## config.mk

```make
export PLATFORM = sky130hd
export DESIGN_NAME = adc_serial_output_port
export DESIGN_NICKNAME = d
export VERILOG_FILES = /design/src/hdl/adc_port_pkg.sv /design/src/hdl/word_fifo.sv /design/src/hdl/adc_serial_output_port.sv
export SDC_FILE = /design/constraint.sdc
export NUM_CORES = 1
export LEC_CHECK = 0
export BUFFER_PORTS_ARGS = -buffer_cell sky130_fd_sc_hd__buf_4
export CORE_UTILIZATION = 40
export DETAILED_ROUTE_END_ITERATION = 8
export PLACE_DENSITY = 0.67
export SLEW_MARGIN = 5
export SYNTH_ARGS = -nofsm -noshare
export SYNTH_HDL_FRONTEND = slang
export SYNTH_SLANG_ARGS = --single-unit
```

## constraint.sdc

```tcl
create_clock -name ref_clk -period 3.3 [get_ports ref_clk]
set_input_delay 0.33 -clock ref_clk [delete_from_list [all_inputs] [get_ports ref_clk]]
set_output_delay 0.33 -clock ref_clk [all_outputs]
set_load 0.03 [all_outputs]
```

## src/hdl/adc_port_pkg.sv

```systemverilog
// Purpose: Shared constants and types of the converter's serial output port.
// Assumes: Master clock is ref_clk, so every timing count is in its cycles.
// Notes:   Counts are master clock cycles, not nanoseconds.
package adc_port_pkg;
  localparam int unsigned CLK_PERIOD_NS = 4;
  localparam int unsigned WORD_BITS     = 24;
  localparam int unsigned FIFO_DEPTH    = 16;
  localparam int unsigned LEAD_MCLK     = 8;
  localparam int unsigned TAIL_MCLK     = 8;
  localparam int unsigned GD_MCLK       = 160;
  localparam int unsigned HP_MCLK       = 354;
  localparam int unsigned WARN_MCLK     = 2;
  localparam logic [4:0]  LEAD_LAST     = 5'(LEAD_MCLK - 1);
  localparam logic [4:0]  TAIL_LAST     = 5'(TAIL_MCLK - 1);
  localparam logic [4:0]  BITS_LAST     = 5'(WORD_BITS - 1);
  localparam logic [4:0]  BITS_ALL      = 5'(WORD_BITS);
  localparam logic [8:0]  GD_LAST       = 9'(GD_MCLK - 1);
  localparam logic [8:0]  WARN_AT       = 9'(GD_MCLK - 1 - WARN_MCLK);
  localparam logic [8:0]  HP_LAST       = 9'(HP_MCLK - 1);
  // Serial clock bit resets low: a host idling low must not look like a fall
  localparam logic [2:0]  SYNC_RST      = 3'h3;

  typedef enum logic {
    external_clocked_port_mode = 1'b0,
    self_clocked_port_mode     = 1'b1
  } port_mode_t;

  typedef enum logic [2:0] {
    ST_EMPTY = 3'b000,
    ST_HOLD  = 3'b001,
    ST_LEAD  = 3'b010,
    ST_SHIFT = 3'b011,
    ST_TAIL  = 3'b100
  } port_state_t;
endpackage

```

## src/hdl/word_fifo.sv

```systemverilog
// Purpose: Result word buffer between the filter and the serial port.
// Assumes: Single clock; push and pop use valid/ready handshakes.
// Notes:   Pointers carry one extra bit so full and empty stay exact.
`timescale 1ns/1ns
module word_fifo #(
  parameter int unsigned WIDTH = 24,
  parameter int unsigned DEPTH = 16
) (
  input  wire logic             clk,
  input  wire logic             rst,
  input  wire logic             in_valid,
  output logic                  in_ready,
  input  wire logic [WIDTH-1:0] in_data,
  output logic                  out_valid,
  input  wire logic             out_ready,
  output logic      [WIDTH-1:0] out_data
);
  localparam int unsigned AW = $clog2(DEPTH);

  logic [WIDTH-1:0] mem_ff [DEPTH];
  logic [AW:0]      wr_ff;
  logic [AW:0]      rd_ff;
  logic [AW:0]      nxt_wr;
  logic [AW:0]      nxt_rd;
  logic             push;
  logic             pop;

  always_comb begin
    in_ready  = (wr_ff[AW] == rd_ff[AW]) || (wr_ff[AW-1:0] != rd_ff[AW-1:0]);
    out_valid = (wr_ff != rd_ff);
    out_data  = mem_ff[rd_ff[AW-1:0]];
    push      = in_valid && in_ready;
    pop       = out_valid && out_ready;
    nxt_wr    = push ? wr_ff + 1'b1 : wr_ff;
    nxt_rd    = pop ? rd_ff + 1'b1 : rd_ff;
  end

  always_ff @(posedge clk) begin
    if (rst) begin
      wr_ff <= '0;
      rd_ff <= '0;
    end else begin
      wr_ff <= nxt_wr;
      rd_ff <= nxt_rd;
    end
    if (push) begin
      mem_ff[wr_ff[AW-1:0]] <= in_data;
    end
  end
endmodule

```

## src/hdl/adc_serial_output_port.sv

```systemverilog
// Purpose: Serial output port of a 24-bit converter, both port roles.
// Assumes: Master clock is ref_clk; pins arrive asynchronously.
// Notes:   Chip select, serial clock in and strap pass two flip-flops
//          before use, so host edges are seen two to three cycles late.
`timescale 1ns/1ns

// Contract
// - strap high self-clocked, low externally clocked
// - first serial clock rise 8 cycles after select
// - ready returns high 8 cycles after last rise
// - self-clocked: clock and data float while deselected
// - external: data driven only while selected
// - external: ready high after final falling edge
// - group delay 160 inside 354-cycle high-power period
// - finished word loads port, ready goes low
// - external, selected: unread word dropped two cycles before next end
// - each word is 24 bits
module adc_serial_output_port
  import adc_port_pkg::*;
(
  input  wire logic                 ref_clk,
  input  wire logic                 sys_rst,
  input  wire logic                 port_role_strap,
  input  wire logic                 chip_sel_n,
  input  wire logic                 sclk_in,
  input  wire logic                 conv_start,
  input  wire logic [WORD_BITS-1:0] conv_sample,
  output logic                      start_ready,
  output logic                      high_power,
  output logic                      rdy_n,
  output logic                      serial_result_out,
  output logic                      sdo_oe,
  output logic                      sclk_out,
  output logic                      sclk_oe
);
  // Bit 0 strap, bit 1 chip select, bit 2 serial clock in
  logic [2:0] s1_ff;
  logic [2:0] s2_ff;
  logic       sclk_prev_ff;
  logic       strap_s;
  logic       cs_s;
  logic       sclk_fall;

  always_ff @(posedge ref_clk) begin
    if (sys_rst) begin
      s1_ff        <= SYNC_RST;
      s2_ff        <= SYNC_RST;
      sclk_prev_ff <= 1'b0;
    end else begin
      s1_ff        <= {sclk_in, chip_sel_n, port_role_strap};
      s2_ff        <= s1_ff;
      sclk_prev_ff <= s2_ff[2];
    end
  end

  always_comb begin
    strap_s   = s2_ff[0];
    cs_s      = s2_ff[1];
    sclk_fall = sclk_prev_ff && !s2_ff[2];
  end

  // Conversion filter timing
  logic                 active_ff;
  logic [8:0]           gd_ff;
  logic [WORD_BITS-1:0] raw_ff;
  logic                 start_ready_ff;
  logic                 hp_ff;
  logic                 nxt_active;
  logic [8:0]           nxt_gd;
  logic [WORD_BITS-1:0] nxt_raw;
  logic                 nxt_start_ready;
  logic                 push_v;
  logic                 warn;
  logic                 fifo_in_ready;
  logic                 fifo_out_valid;
  logic                 fifo_out_ready;
  logic [WORD_BITS-1:0] fifo_out_data;

  always_comb begin
    nxt_active = active_ff;
    nxt_gd     = gd_ff;
    nxt_raw    = raw_ff;
    push_v     = active_ff && (gd_ff == GD_LAST);
    warn       = active_ff && (gd_ff == WARN_AT);
    if (conv_start && start_ready_ff) begin
      nxt_active = 1'b1;
      nxt_gd     = '0;
      nxt_raw    = conv_sample;
    end else if (active_ff) begin
      nxt_gd = gd_ff + 9'h001;
      if (gd_ff == HP_LAST) begin
        nxt_active = 1'b0;
      end
    end
    // Refusing a start while the buffer is full is the back-pressure path
    nxt_start_ready = !nxt_active && fifo_in_ready;
  end

  always_ff @(posedge ref_clk) begin
    if (sys_rst) begin
      active_ff      <= 1'b0;
      gd_ff          <= '0;
      raw_ff         <= '0;
      start_ready_ff <= 1'b0;
      hp_ff          <= 1'b0;
    end else begin
      active_ff      <= nxt_active;
      gd_ff          <= nxt_gd;
      raw_ff         <= nxt_raw;
      start_ready_ff <= nxt_start_ready;
      hp_ff          <= nxt_active;
    end
  end

  word_fifo #(
    .WIDTH (WORD_BITS),
    .DEPTH (FIFO_DEPTH)
  ) u_fifo (
    .clk       (ref_clk),
    .rst       (sys_rst),
    .in_valid  (push_v),
    .in_ready  (fifo_in_ready),
    .in_data   (raw_ff),
    .out_valid (fifo_out_valid),
    .out_ready (fifo_out_ready),
    .out_data  (fifo_out_data)
  );

  // Serial port
  port_state_t          st_ff;
  port_mode_t           mode_ff;
  logic [4:0]           cnt_ff;
  logic [4:0]           bit_ff;
  logic [WORD_BITS-1:0] word_ff;
  logic [WORD_BITS-1:0] shift_ff;
  logic                 rdy_n_ff;
  logic                 sdo_ff;
  logic                 sdo_oe_ff;
  logic                 sclk_ff;
  logic                 sclk_oe_ff;
  port_state_t          nxt_st;
  port_mode_t           nxt_mode;
  logic [4:0]           nxt_cnt;
  logic [4:0]           nxt_bit;
  logic [WORD_BITS-1:0] nxt_word;
  logic [WORD_BITS-1:0] nxt_shift;
  logic                 nxt_rdy_n;
  logic                 nxt_sclk;
  logic                 self_mode;

  always_comb begin
    nxt_st         = st_ff;
    nxt_mode       = mode_ff;
    nxt_cnt        = cnt_ff;
    nxt_bit        = bit_ff;
    nxt_word       = word_ff;
    nxt_shift      = shift_ff;
    nxt_rdy_n      = rdy_n_ff;
    nxt_sclk       = 1'b0;
    self_mode      = (mode_ff == self_clocked_port_mode);
    fifo_out_ready = (st_ff == ST_EMPTY);
    case (st_ff)
      ST_EMPTY: begin
        // Role is only taken up between words
        nxt_mode = port_mode_t'(strap_s);
        if (fifo_out_valid) begin
          nxt_word  = fifo_out_data;
          nxt_shift = fifo_out_data;
          nxt_rdy_n = 1'b0;
          nxt_bit   = '0;
          nxt_st    = ST_HOLD;
        end
      end
      ST_HOLD: begin
        if (!cs_s && self_mode) begin
          nxt_cnt = '0;
          nxt_st  = ST_LEAD;
        end else if (!cs_s && sclk_fall) begin
          nxt_shift = {shift_ff[WORD_BITS-2:0], 1'b0};
          nxt_bit   = bit_ff + 5'h01;
          if (bit_ff == BITS_LAST) begin
            nxt_rdy_n = 1'b1;
            nxt_st    = ST_EMPTY;
          end
        end else if (!cs_s && warn && bit_ff == '0) begin
          nxt_rdy_n = 1'b1;
          nxt_st    = ST_EMPTY;
        end
      end
      ST_LEAD: begin
        nxt_cnt = cnt_ff + 5'h01;
        if (cs_s) begin
          nxt_st = ST_HOLD;
        end else if (cnt_ff == LEAD_LAST) begin
          nxt_sclk = 1'b1;
          nxt_bit  = 5'h01;
          nxt_st   = ST_SHIFT;
        end
      end
      ST_SHIFT: begin
        if (cs_s) begin
          // A deselect mid-word restarts the same word from its MSB
          nxt_shift = word_ff;
          nxt_bit   = '0;
          nxt_st    = ST_HOLD;
        end else if (sclk_ff) begin
          nxt_shift = {shift_ff[WORD_BITS-2:0], 1'b0};
          if (bit_ff == BITS_ALL) begin
            nxt_cnt = 5'h01;
            nxt_st  = ST_TAIL;
          end
        end else begin
          nxt_sclk = 1'b1;
          nxt_bit  = bit_ff + 5'h01;
        end
      end
      ST_TAIL: begin
        nxt_cnt = cnt_ff + 5'h01;
        if (cnt_ff == TAIL_LAST) begin
          nxt_rdy_n = 1'b1;
          nxt_st    = ST_EMPTY;
        end
      end
      default: begin
        nxt_st = ST_EMPTY;
      end
    endcase
  end

  always_ff @(posedge ref_clk) begin
    if (sys_rst) begin
      st_ff      <= ST_EMPTY;
      mode_ff    <= external_clocked_port_mode;
      cnt_ff     <= '0;
      bit_ff     <= '0;
      word_ff    <= '0;
      shift_ff   <= '0;
      rdy_n_ff   <= 1'b1;
      sdo_ff     <= 1'b0;
      sdo_oe_ff  <= 1'b0;
      sclk_ff    <= 1'b0;
      sclk_oe_ff <= 1'b0;
    end else begin
      st_ff      <= nxt_st;
      mode_ff    <= nxt_mode;
      cnt_ff     <= nxt_cnt;
      bit_ff     <= nxt_bit;
      word_ff    <= nxt_word;
      shift_ff   <= nxt_shift;
      rdy_n_ff   <= nxt_rdy_n;
      sdo_ff     <= nxt_shift[WORD_BITS-1];
      sdo_oe_ff  <= !cs_s;
      sclk_ff    <= nxt_sclk;
      sclk_oe_ff <= !cs_s && self_mode;
    end
  end

  always_comb begin
    start_ready       = start_ready_ff;
    high_power        = hp_ff;
    rdy_n             = rdy_n_ff;
    serial_result_out = sdo_ff;
    sdo_oe            = sdo_oe_ff;
    sclk_out          = sclk_ff;
    sclk_oe           = sclk_oe_ff;
  end
endmodule

```

==> metrics.txt, run 1 <==
status=finished, final reports clean; Synth top cells by count=edfxtp_1, nand2_1, dfxtp_1; Antenna Cells=0; Placeable Area=48000 sq um; Hold Slack=0.188 ns; GR Overflow Total=0; Die X=about 220 um; all-layer global routing usage=17.4%; period utilization=91.2%; initial drt markers=874; area of the multi-input gates=around 5500 sq um; Slew @ Worst Pin=between 1 and 1.5 ns; Area contributors post-synth=edfxtp_1, dfxtp_1, mux4_2; leakage=7.54 nW; Worst Hold Depth=2; Critical Path Sink Type=flip-flop; Die ar.=49900 sq um; chip height=223 um; path depth of the worst reg2reg path=6; clock tree from TritonCTS=built; setup bufs post-CTS=0; final HPWL from detailed placement=24800 um; Relative slew margins=27.7%; startpoint types=flip-flop; post-DR wirelength/cell=21.9 um; share of flip-flops with an asynchronous set or reset=0%; Syn Area/Cell=approximately 16 sq um; Syn Std Cell Area=between 15000 and 20000 sq um; Max Freq=332 MHz; Seq cells post-synth=approximately 510; Post-Syn Instances=approximately 1200; Unique masters post-synth=66; Post-DRT Antenna Nets=0; htree depth=2; global route hottest layer=met2; top-level I/O count=37; clk buf depth=3; top cell type's share of synthesized area=58.8%; Psw=between 3 and 4 mW; Crit Reg-Reg Endpoint=u_fifo.mem_ff[0][0]; Clk pwr share=about two fifths; clock skew=0.0354 ns; Worst Hold Launch=sys_rst; final wirelength=42300 um; pwr dens=638 nW/um^2; total power draw=about 15 mW; layout cells sized above 1=between 20 and 25%; Switching Share=24.0%; RSZ-0062 raised after global routing=no; Reg2Reg Setup Slack=0.29 ns; critical path required time=roughly 3.5 ns; number of synthesized flops with an enable pin=384; P_int=11.1 mW; Placed Area=~21000 sq um; Root Driver=clkbuf_16; global-route wire length before repair=approximately 66000 um; vias=10800; hold worst-path end=cnt_ff[1]; worst vdd ir=408 uV; worst reg2reg path startpoint=u_fifo.wr_ff[3]; M3 GR Usage=3.21%; met2 usage=27.7%; filler instances=4025; Post-route DRC=0; IO buf count=36; hold_buf cts=27; Clock Latency Late Sink=0.61 ns; Period minus WS final=3.01 ns; vias per cell=5.59; initial antenna violation count=0; combinational power share=approximately an eighth; Min-Delay Path Class=in -> reg; Flop pwr share=49.2%; global routing usage on met1=between 20% and 30%; Final Hold Viols=0; drt pass-1 iters=5; critical path type=reg -> reg; gpl congestion=0.823; Setup WS pre-CTS=0.285 ns; final worst-path setup slack=0.290 ns; crit path DAT=3.25 ns; post-synthesis sequential area ratio=about 71%; setup TNS=0 ns; largest net degree at the start of global routing=53; ys flop type=edfxtp_1; Syn-to-layout area delta=16.9%; Starting Density=40.8%; maxcap violations=0; top-count cell post-synth=edfxtp_1; Syn. warnings=0; Reg area=14000 sq um; vias in the first global route=approximately 11000; post-CTS sizing=0; CTS buffer count=49; final setup violation count=0; # clock sinks=~510; syn nets=1233; # nets final=~1300; # rows=80; crit path max fanout=24; Final Max Tran Viols=0; Reg clk slew, reported paths=0.06 ns; post-route cell area=22900 sq um; post-synth top area cell=edfxtp_1
routing by layer:
metal	share of wire (%)	vias to the layer above
met5	0	-
met4	1.9	0
met3	5.6	56
met2	48	300
met1	44	5584
li1	-	4868
flip-flops by register name, summed over array words and instances, names as in the netlist, named ones only:
| signal | cells |
|---|---|
| u_fifo.mem_ff | 384 |
| raw_ff | 24 |
| shift_ff | 24 |
| word_ff | 24 |
| gd_ff | 9 |
| bit_ff | 5 |
| cnt_ff | 5 |
| u_fifo.rd_ff | 5 |
| u_fifo.wr_ff | 5 |
| s1_ff | 3 |
| s2_ff | 3 |
| st_ff | 3 |
| high_power | 1 |
| mode_ff | 1 |
| rdy_n | 1 |
| sclk_oe | 1 |
| sclk_out | 1 |
| sclk_prev_ff | 1 |
| sdo_oe | 1 |
| start_ready | 1 |
worst max-delay path, cell delays in order, from the launching register on:
cell and delay (ns):
dfxtp_1 0.69, xnor2_1 0.20, and4_1 0.31, a21boi_1 0.48, nand2_1 0.38, nor3_4 0.19
buf_4 0.41
cells in the final DEF (no fill, tap or decap), types with 5 or more instances in the layout:
cell           synthesis  layout
clkbuf_1              42      19
mux2i_1               28      28
xnor2_1               11      11
clkbuf_16              0      49
nor2_1                44      31
and2_1                 6       6
nand2b_1               5       5
o211ai_1               5       5
ha_1                  10      10
or3_1                  5       5
xor2_1                 9       9
clkbuf_8               0       9
inv_1                 10      10
a21oi_1               37      37
o311ai_1              27      26
buf_12                 0      13
o21ai_1               25      25
and3_1                 6       6
nor2b_1                8       6
nor2_4                 0      12
nand3_1               30      30
mux4_2                97      97
dfxtp_1              122     120
dlygate4sd3_1          0      27
a22oi_1               46      46
edfxtp_1             384     384
o21ai_0                8       8
nand2_1              134     134
buf_4                  2      65
worst max path at each step:
| stage | endpoint | startpoint | cells after the start | slack [ns] |
|---|---|---|---|---|
| floorplan | u_fifo.mem_ff[12][0] | high_power | 6 | 0.14 |
| global placement | u_fifo.mem_ff[0][11] | gd_ff[4] | 6 | 0.38 |
| CTS | u_fifo.mem_ff[0][0] | u_fifo.wr_ff[3] | 6 | 0.28 |
| global route | u_fifo.mem_ff[0][0] | u_fifo.wr_ff[3] | 6 | 0.05 |
| detailed placement | u_fifo.mem_ff[0][11] | u_fifo.wr_ff[3] | 6 | 0.29 |
| finish | u_fifo.mem_ff[0][0] | u_fifo.wr_ff[3] | 6 | 0.29 |
cells by family after synthesis:
kind of cell | Yosys count | share of synthesized area (%)
AOI/OAI and AO/OA | 174 | 6.29
xor gates and xnor gates | 21 | 0.976
adders and majority gates | 10 | 0.638
buffers and inverters | 82 | 1.70
DFF | 506 | 71.3
muxes | 126 | 12.6
and+or+nand+nor | 274 | 6.51
power by group through the flow:
stage / logic (mW) / registers [mW] / clock network (mW)
floorplan: 1.35 / 7.22 / 0
global route: 1.89 / 7.23 / 6.03
global placement: 1.71 / 7.32 / 0
CTS: 1.77 / 7.20 / 5.78
detailed placement: 1.74 / 7.34 / 0
finish: 1.74 / 7.20 / 5.69
per-stage QoR:
step	utilization, %	cells
after floorplan	-	1193
after global placement	43.7	1816
after detailed placement	43.7	1816
after CTS	47.7	1935
after global routing	47.7	1935
final	47.7	1935
cell type report:
| type | instances | area share [%] |
|---|---|---|
| Clock buffer | 77 | 6.20 |
| Clock inverter | 15 | 0.971 |
| Inverter | 12 | 0.196 |
| Multi-Input combinational cell | 605 | 23.9 |
| Sequential cell | 506 | 61.0 |
| Tap cell | 615 | 3.36 |
| Timing Repair Buffer | 105 | 4.44 |
Note: power is estimated with default switching activity, not from simulation.
==> run 2: changes to the inputs <==
- PLACE_DENSITY: 0.67 -> unset
- PLACE_DENSITY_LB_ADDON: unset -> 0.08
==> metrics.txt, run 2 (synthesis gave the netlist of run 1 again) <==
status=finished, final reports clean (unchanged); Min-Delay Path Class=in -> reg (unchanged); Antenna Cells=0 (unchanged); Die ar.=49900 sq um (unchanged); area of the multi-input gates=5470 sq um (unchanged); gpl congestion=0.785 (was 0.823); setup TNS=0 ns (unchanged); clock tree from TritonCTS=built (unchanged); worst reg2reg path startpoint=gd_ff[4] (was u_fifo.wr_ff[3]); critical path required time=3.59 ns (was 3.54 ns); maxcap violations=0 (unchanged); Die X=223 um (unchanged); largest net degree at the start of global routing=63 (was 53); Post-route DRC=0 (unchanged); global-route wire length before repair=71000 um (was 65600 um); drt pass-1 iters=5 (unchanged); initial drt markers=836 (was 874); startpoint types=flip-flop (unchanged); Setup WS pre-CTS=0.405 ns (was 0.285 ns); GR Overflow Total=0 (unchanged); # clock sinks=506 (unchanged); Reg clk slew, reported paths=0.06 ns (about the same); chip height=223 um (unchanged); leakage=7.60 nW (was 7.54 nW); # rows=80 (unchanged); crit path DAT=3.14 ns (was 3.25 ns); clock skew=0.0351 ns (was 0.0354 ns); Syn-to-layout area delta=17.6% (was 16.9%); vias=10700 (was 10800); Worst Hold Launch=sys_rst (unchanged); clk buf depth=3 (unchanged); Period minus WS final=2.85 ns (was 3.01 ns); Placeable Area=48000 sq um (unchanged); filler instances=4159 (was 4025); vias per cell=5.48 (was 5.59); IO buf count=36 (unchanged); Relative slew margins=32.9% (was 27.7%); crit path max fanout=14 (was 24); Slew @ Worst Pin=1.01 ns (was 1.08 ns); htree depth=2 (unchanged); # nets final=1328 (was 1319); post-DR wirelength/cell=24.2 um (was 21.9 um); setup bufs post-CTS=0 (unchanged); initial antenna violation count=2 (was 0); CP Launch Point=gd_ff[4] (was u_fifo.wr_ff[3]); commonest non-fill, non-tap cells in the layout=edfxtp_1, nand2_1, dfxtp_1 (unchanged); Post-DRT Antenna Nets=0 (unchanged); vias in the first global route=10800 (was 10900); CTS buffer count=54 (was 49); Starting Density=40.8% (unchanged); Final Hold Viols=0 (unchanged); layout cells sized above 1=22.6% (was 21.8%); Max Freq=351 MHz (was 332 MHz); final worst-path setup slack=0.452 ns (was 0.290 ns); commonest non-fill, non-tap cell in the layout=edfxtp_1 (unchanged); top-level I/O count=37 (unchanged); post-CTS sizing=0 (unchanged); final wirelength=47300 um (was 42300 um); Clock Latency Late Sink=0.61 ns (about the same); final HPWL from detailed placement=28900 um (was 24800 um); Final Max Tran Viols=0 (unchanged); number of flip-flops in the largest register=384 (unchanged); RSZ-0062 raised after global routing=no (unchanged); Critical Path Sink Type=flip-flop (unchanged); pwr dens=648 nW/um^2 (was 638 nW/um^2); all-layer global routing usage=19.5% (was 17.4%); hold_buf cts=27 (unchanged); critical path type=reg -> reg (unchanged); period utilization=86.3% (was 91.2%); Root Driver=clkbuf_16 (unchanged); final setup violation count=0 (unchanged); worst vdd ir=405 uV (was 408 uV); Reg area=14000 sq um (unchanged)
run 2: layout make-up:
class,count,share of cell area [%]
clock buffer,77,6.45
clock inverter,25,0.950
inverter,12,0.195
multi-input combinational,605,23.7
sequential,506,60.6
tap,615,3.34
timing repair buffer,109,4.71
run 2: worst max-delay path: stages, from the launching register on:
cell and delay (ns):
dfxtp_1 0.39, or3b_1 0.38, nor3_1 0.37, a21boi_1 0.52, nand2_1 0.37, nor3_4 0.22, buf_4 0.28
run 2: metrics by stage:
| step | hold WS (ns) | cell area [sq um] | util [%] | std cells | total power, mW |
|---|---|---|---|---|---|
| floorplan | 0.389 | 19600 | - | 1193 | 8.57 |
| global placement | 0.392 | 21100 | 43.9 | 1820 | 9.27 |
| detailed placement | 0.396 | 21100 | 43.9 | 1820 | 9.27 |
| CTS | 0.370 | 23100 | 48.0 | 1949 | 15.2 |
| global route | 0.411 | 23100 | 48.0 | 1949 | 15.5 |
| finish | 0.401 | 23100 | 48.0 | 1949 | 14.9 |
run 2: report_power, final:
group	internal, mW	total (mW)	switching (mW)
Sequential	6.98	7.21	0.228
Clock	3.37	5.83	2.46
Combinational	0.896	1.90	1.00
Total	11.3	14.9	3.69
run 2: per-layer routing:
metal  vias up  GRT usage [%]  share of wire [%]
met5         -              0                  0
met4         0           4.37                1.6
met3        53           3.36                4.3
met2       185           30.6                 47
met1      5556           28.4                 47
li1       4883              -                  -
run 2: worst paths after layout:
kind	slack, ns	end	cells after the start
worst max-delay path	0.45	u_fifo.mem_ff[1][8]	6
worst min-delay path	0.40	word_ff[1]	5
worst max register to register	0.45	u_fifo.mem_ff[1][8]	6
worst min register to register	0.41	s2_ff[1]	1
==> run 3: changes to the inputs <==
- ABC_AREA: unset -> 1
==> metrics.txt, run 3 <==
status=finished, final reports clean (unchanged); GR Overflow Total=0 (unchanged); leakage=8.86 nW (was 7.60 nW); Final Max Tran Viols=0 (unchanged); final setup violation count=0 (unchanged); global routing usage on met1=28.8% (was 28.4%); crit path DAT=2.87 ns (was 3.14 ns); top-count cell post-synth=edfxtp_1 (unchanged); ys flop type=edfxtp_1 (unchanged); final wirelength=56100 um (was 47300 um); vias=14200 (was 10700); Reg clk slew, reported paths=0.06 ns (about the same); top cell type's share of synthesized area=54.6% (was 58.8%); critical path required time=3.59 ns (about the same); crit path max fanout=15 (was 14); period utilization=78.2% (was 86.3%); post-CTS sizing=0 (unchanged); global route hottest layer=met2 (unchanged); post-synthesis sequential area ratio=66.2% (was 71.3%); Seq cells post-synth=506 (unchanged); Root Driver=clkbuf_16 (unchanged); Period minus WS final=2.58 ns (was 2.85 ns); RSZ-0062 raised after global routing=no (unchanged); gpl congestion=0.805 (was 0.785); Starting Density=40.8% (about the same); largest net degree at the start of global routing=104 (was 63); chip height=232 um (was 223 um); Post-Syn Instances=1976 (was 1193); filler instances=4760 (was 4159); clock tree from TritonCTS=built (unchanged); final HPWL from detailed placement=33300 um (was 28900 um); Relative slew margins=30.2% (was 32.9%); Synth top cells by count=edfxtp_1, nand2_1, inv_1 (was edfxtp_1, nand2_1, dfxtp_1); post-synth top area cell=edfxtp_1 (unchanged); all-layer global routing usage=21.3% (was 19.5%); Critical Path Sink Type=flip-flop (unchanged); clk buf depth=3 (unchanged); Max Freq=388 MHz (was 351 MHz); share of flip-flops with an asynchronous set or reset=0% (unchanged); pwr dens=722 nW/um^2 (was 648 nW/um^2); vias per cell=5.16 (was 5.48); startpoint types=flip-flop (unchanged); maxcap violations=0 (unchanged); Unique masters post-synth=37 (was 66); Slew @ Worst Pin=1.05 ns (was 1.01 ns); initial antenna violation count=1 (was 2); vias in the first global route=13700 (was 10800); Post-DRT Antenna Nets=0 (unchanged); Placeable Area=51700 sq um (was 48000 sq um); M3 GR Usage=3.36% (about the same); layout cells sized above 1=10.2% (was 22.6%); Die ar.=53700 sq um (was 49900 sq um); Syn. warnings=0 (unchanged); drt pass-1 iters=5 (unchanged); critical path type=reg -> reg (unchanged); commonest non-fill, non-tap cells in the layout=edfxtp_1, nand2_1, inv_1 (was edfxtp_1, nand2_1, dfxtp_1); Die X=232 um (was 223 um); Clock Latency Late Sink=0.61 ns (about the same); Syn Area/Cell=10.7 sq um (was 16.4 sq um); Syn-to-layout area delta=14.7% (was 17.6%); syn nets=2016 (was 1233); Min-Delay Path Class=in -> reg (unchanged); clock skew=0.0264 ns (was 0.0351 ns); htree depth=2 (unchanged); Area contributors post-synth=edfxtp_1, dfxtp_1, nand2_1 (was edfxtp_1, dfxtp_1, mux4_2); global-route wire length before repair=85100 um (was 71000 um); initial drt markers=931 (was 836); commonest non-fill, non-tap cell in the layout=edfxtp_1 (unchanged); Antenna Cells=0 (unchanged); IO buf count=36 (unchanged); number of flip-flops in the largest register=384 (unchanged); worst vdd ir=429 uV (was 405 uV); top-level I/O count=37 (unchanged); Post-route DRC=0 (unchanged); CTS buffer count=54 (unchanged); post-DR wirelength/cell=20.4 um (was 24.2 um); Syn Std Cell Area=21100 sq um (was 19600 sq um); Final Hold Viols=0 (unchanged); final worst-path setup slack=0.719 ns (was 0.452 ns); # clock sinks=506 (unchanged); Setup WS pre-CTS=0.776 ns (was 0.405 ns); setup TNS=0 ns (unchanged); # rows=83 (was 80); met2 usage=34.6% (was 30.6%); number of synthesized flops with an enable pin=384 (unchanged); # nets final=2068 (was 1328)
[run 3: changes by cell type after synthesis, sizes merged, moves of 49 or more]
cell	delta
nand2	+134
inv	+255
mux4	-97
o211ai	+99
buf	+49
a21oi	+126
nor2	+69
o21ai	+146
nand3	+159
[run 3: layer usage]
metal / routed length, um / up-vias / part of all wire (%)
met2: 26100 / 288 / 47
met4: 1730 / 0 / 3.1
met5: 0 / - / 0
met3: 2740 / 84 / 4.9
met1: 25500 / 6889 / 45
li1: - / 6951 / -
[run 3: cells by family (layout without fill, tap and decap cells)]
| logic type | after synthesis | in the layout | share of synthesized area, % |
|---|---|---|---|
| buffers and inverters | 382 | 480 | 7.42 |
| AO/OA/AOI/OAI | 478 | 478 | 13.1 |
| flip-flops | 506 | 506 | 66.2 |
| adder cells (fa/ha/maj) | 10 | 10 | 0.593 |
| XOR/XNOR | 13 | 13 | 0.540 |
| AND/OR/NAND/NOR | 587 | 587 | 12.1 |
[run 3: worst max-delay path, stage by stage (launching register included)]
cell and delay (ns):
dfxtp_1 0.39, nand2_1 0.07, inv_1 0.05, nand2_1 0.08
nor4_1 0.38, nand2_1 0.21, inv_1 0.19, nand2_1 0.26
nor2_4 0.41, buf_12 0.23
[run 3: metrics by stage]
| stage | cell area (sq um) | power (mW) | util, % | hold WS [ns] | std cells |
|---|---|---|---|---|---|
| 4_1_cts | 24200 | 17.7 | 46.8 | 0.0711 | 2754 |
| 3_5_place_dp | 22300 | 11.9 | 43.1 | 0.396 | 2625 |
| 6_report | 24200 | 17.5 | 46.8 | 0.100 | 2754 |
| 3_3_place_gp | 22300 | 11.9 | 43.1 | 0.396 | 2625 |
| 5_1_grt | 24200 | 18.4 | 46.8 | 0.106 | 2754 |
| 2_1_floorplan | 21100 | 10.6 | - | 0.388 | 1976 |
[run 3: area by class of cell]
| class | count | area [sq um] | share of cell area, % |
|---|---|---|---|
| inverter | 267 | 1000 | 4.14 |
| multi-input combinational | 1088 | 5680 | 23.5 |
| timing repair buffer | 111 | 1030 | 4.24 |
| clock buffer | 81 | 1490 | 6.17 |
| sequential | 506 | 14000 | 57.8 |
| clock inverter | 21 | 160 | 0.662 |
| tap | 680 | 851 | 3.52 |
[run 3: timing repair]
action | CTS | global route
hold buffers | 27 | 0
buffers inserted | 0 | 0
hold endpoints to repair | 27 | 0
[run 3: final timing paths]
path / startpoint / to / slack (ns) / cells past startpoint
hold reg to reg: s1_ff[2] / s2_ff[2] / 0.40 / 2
setup reg to reg: gd_ff[4] / u_fifo.mem_ff[12][9] / 0.72 / 9
setup / recovery: gd_ff[4] / u_fifo.mem_ff[12][9] / 0.72 / 9
hold / removal: sys_rst / sdo_oe / 0.10 / 2
[run 3: power by group]
part	switching, mW	internal (mW)
sequential	0.371	7.22
combinational	2.86	1.29
clock	2.46	3.27
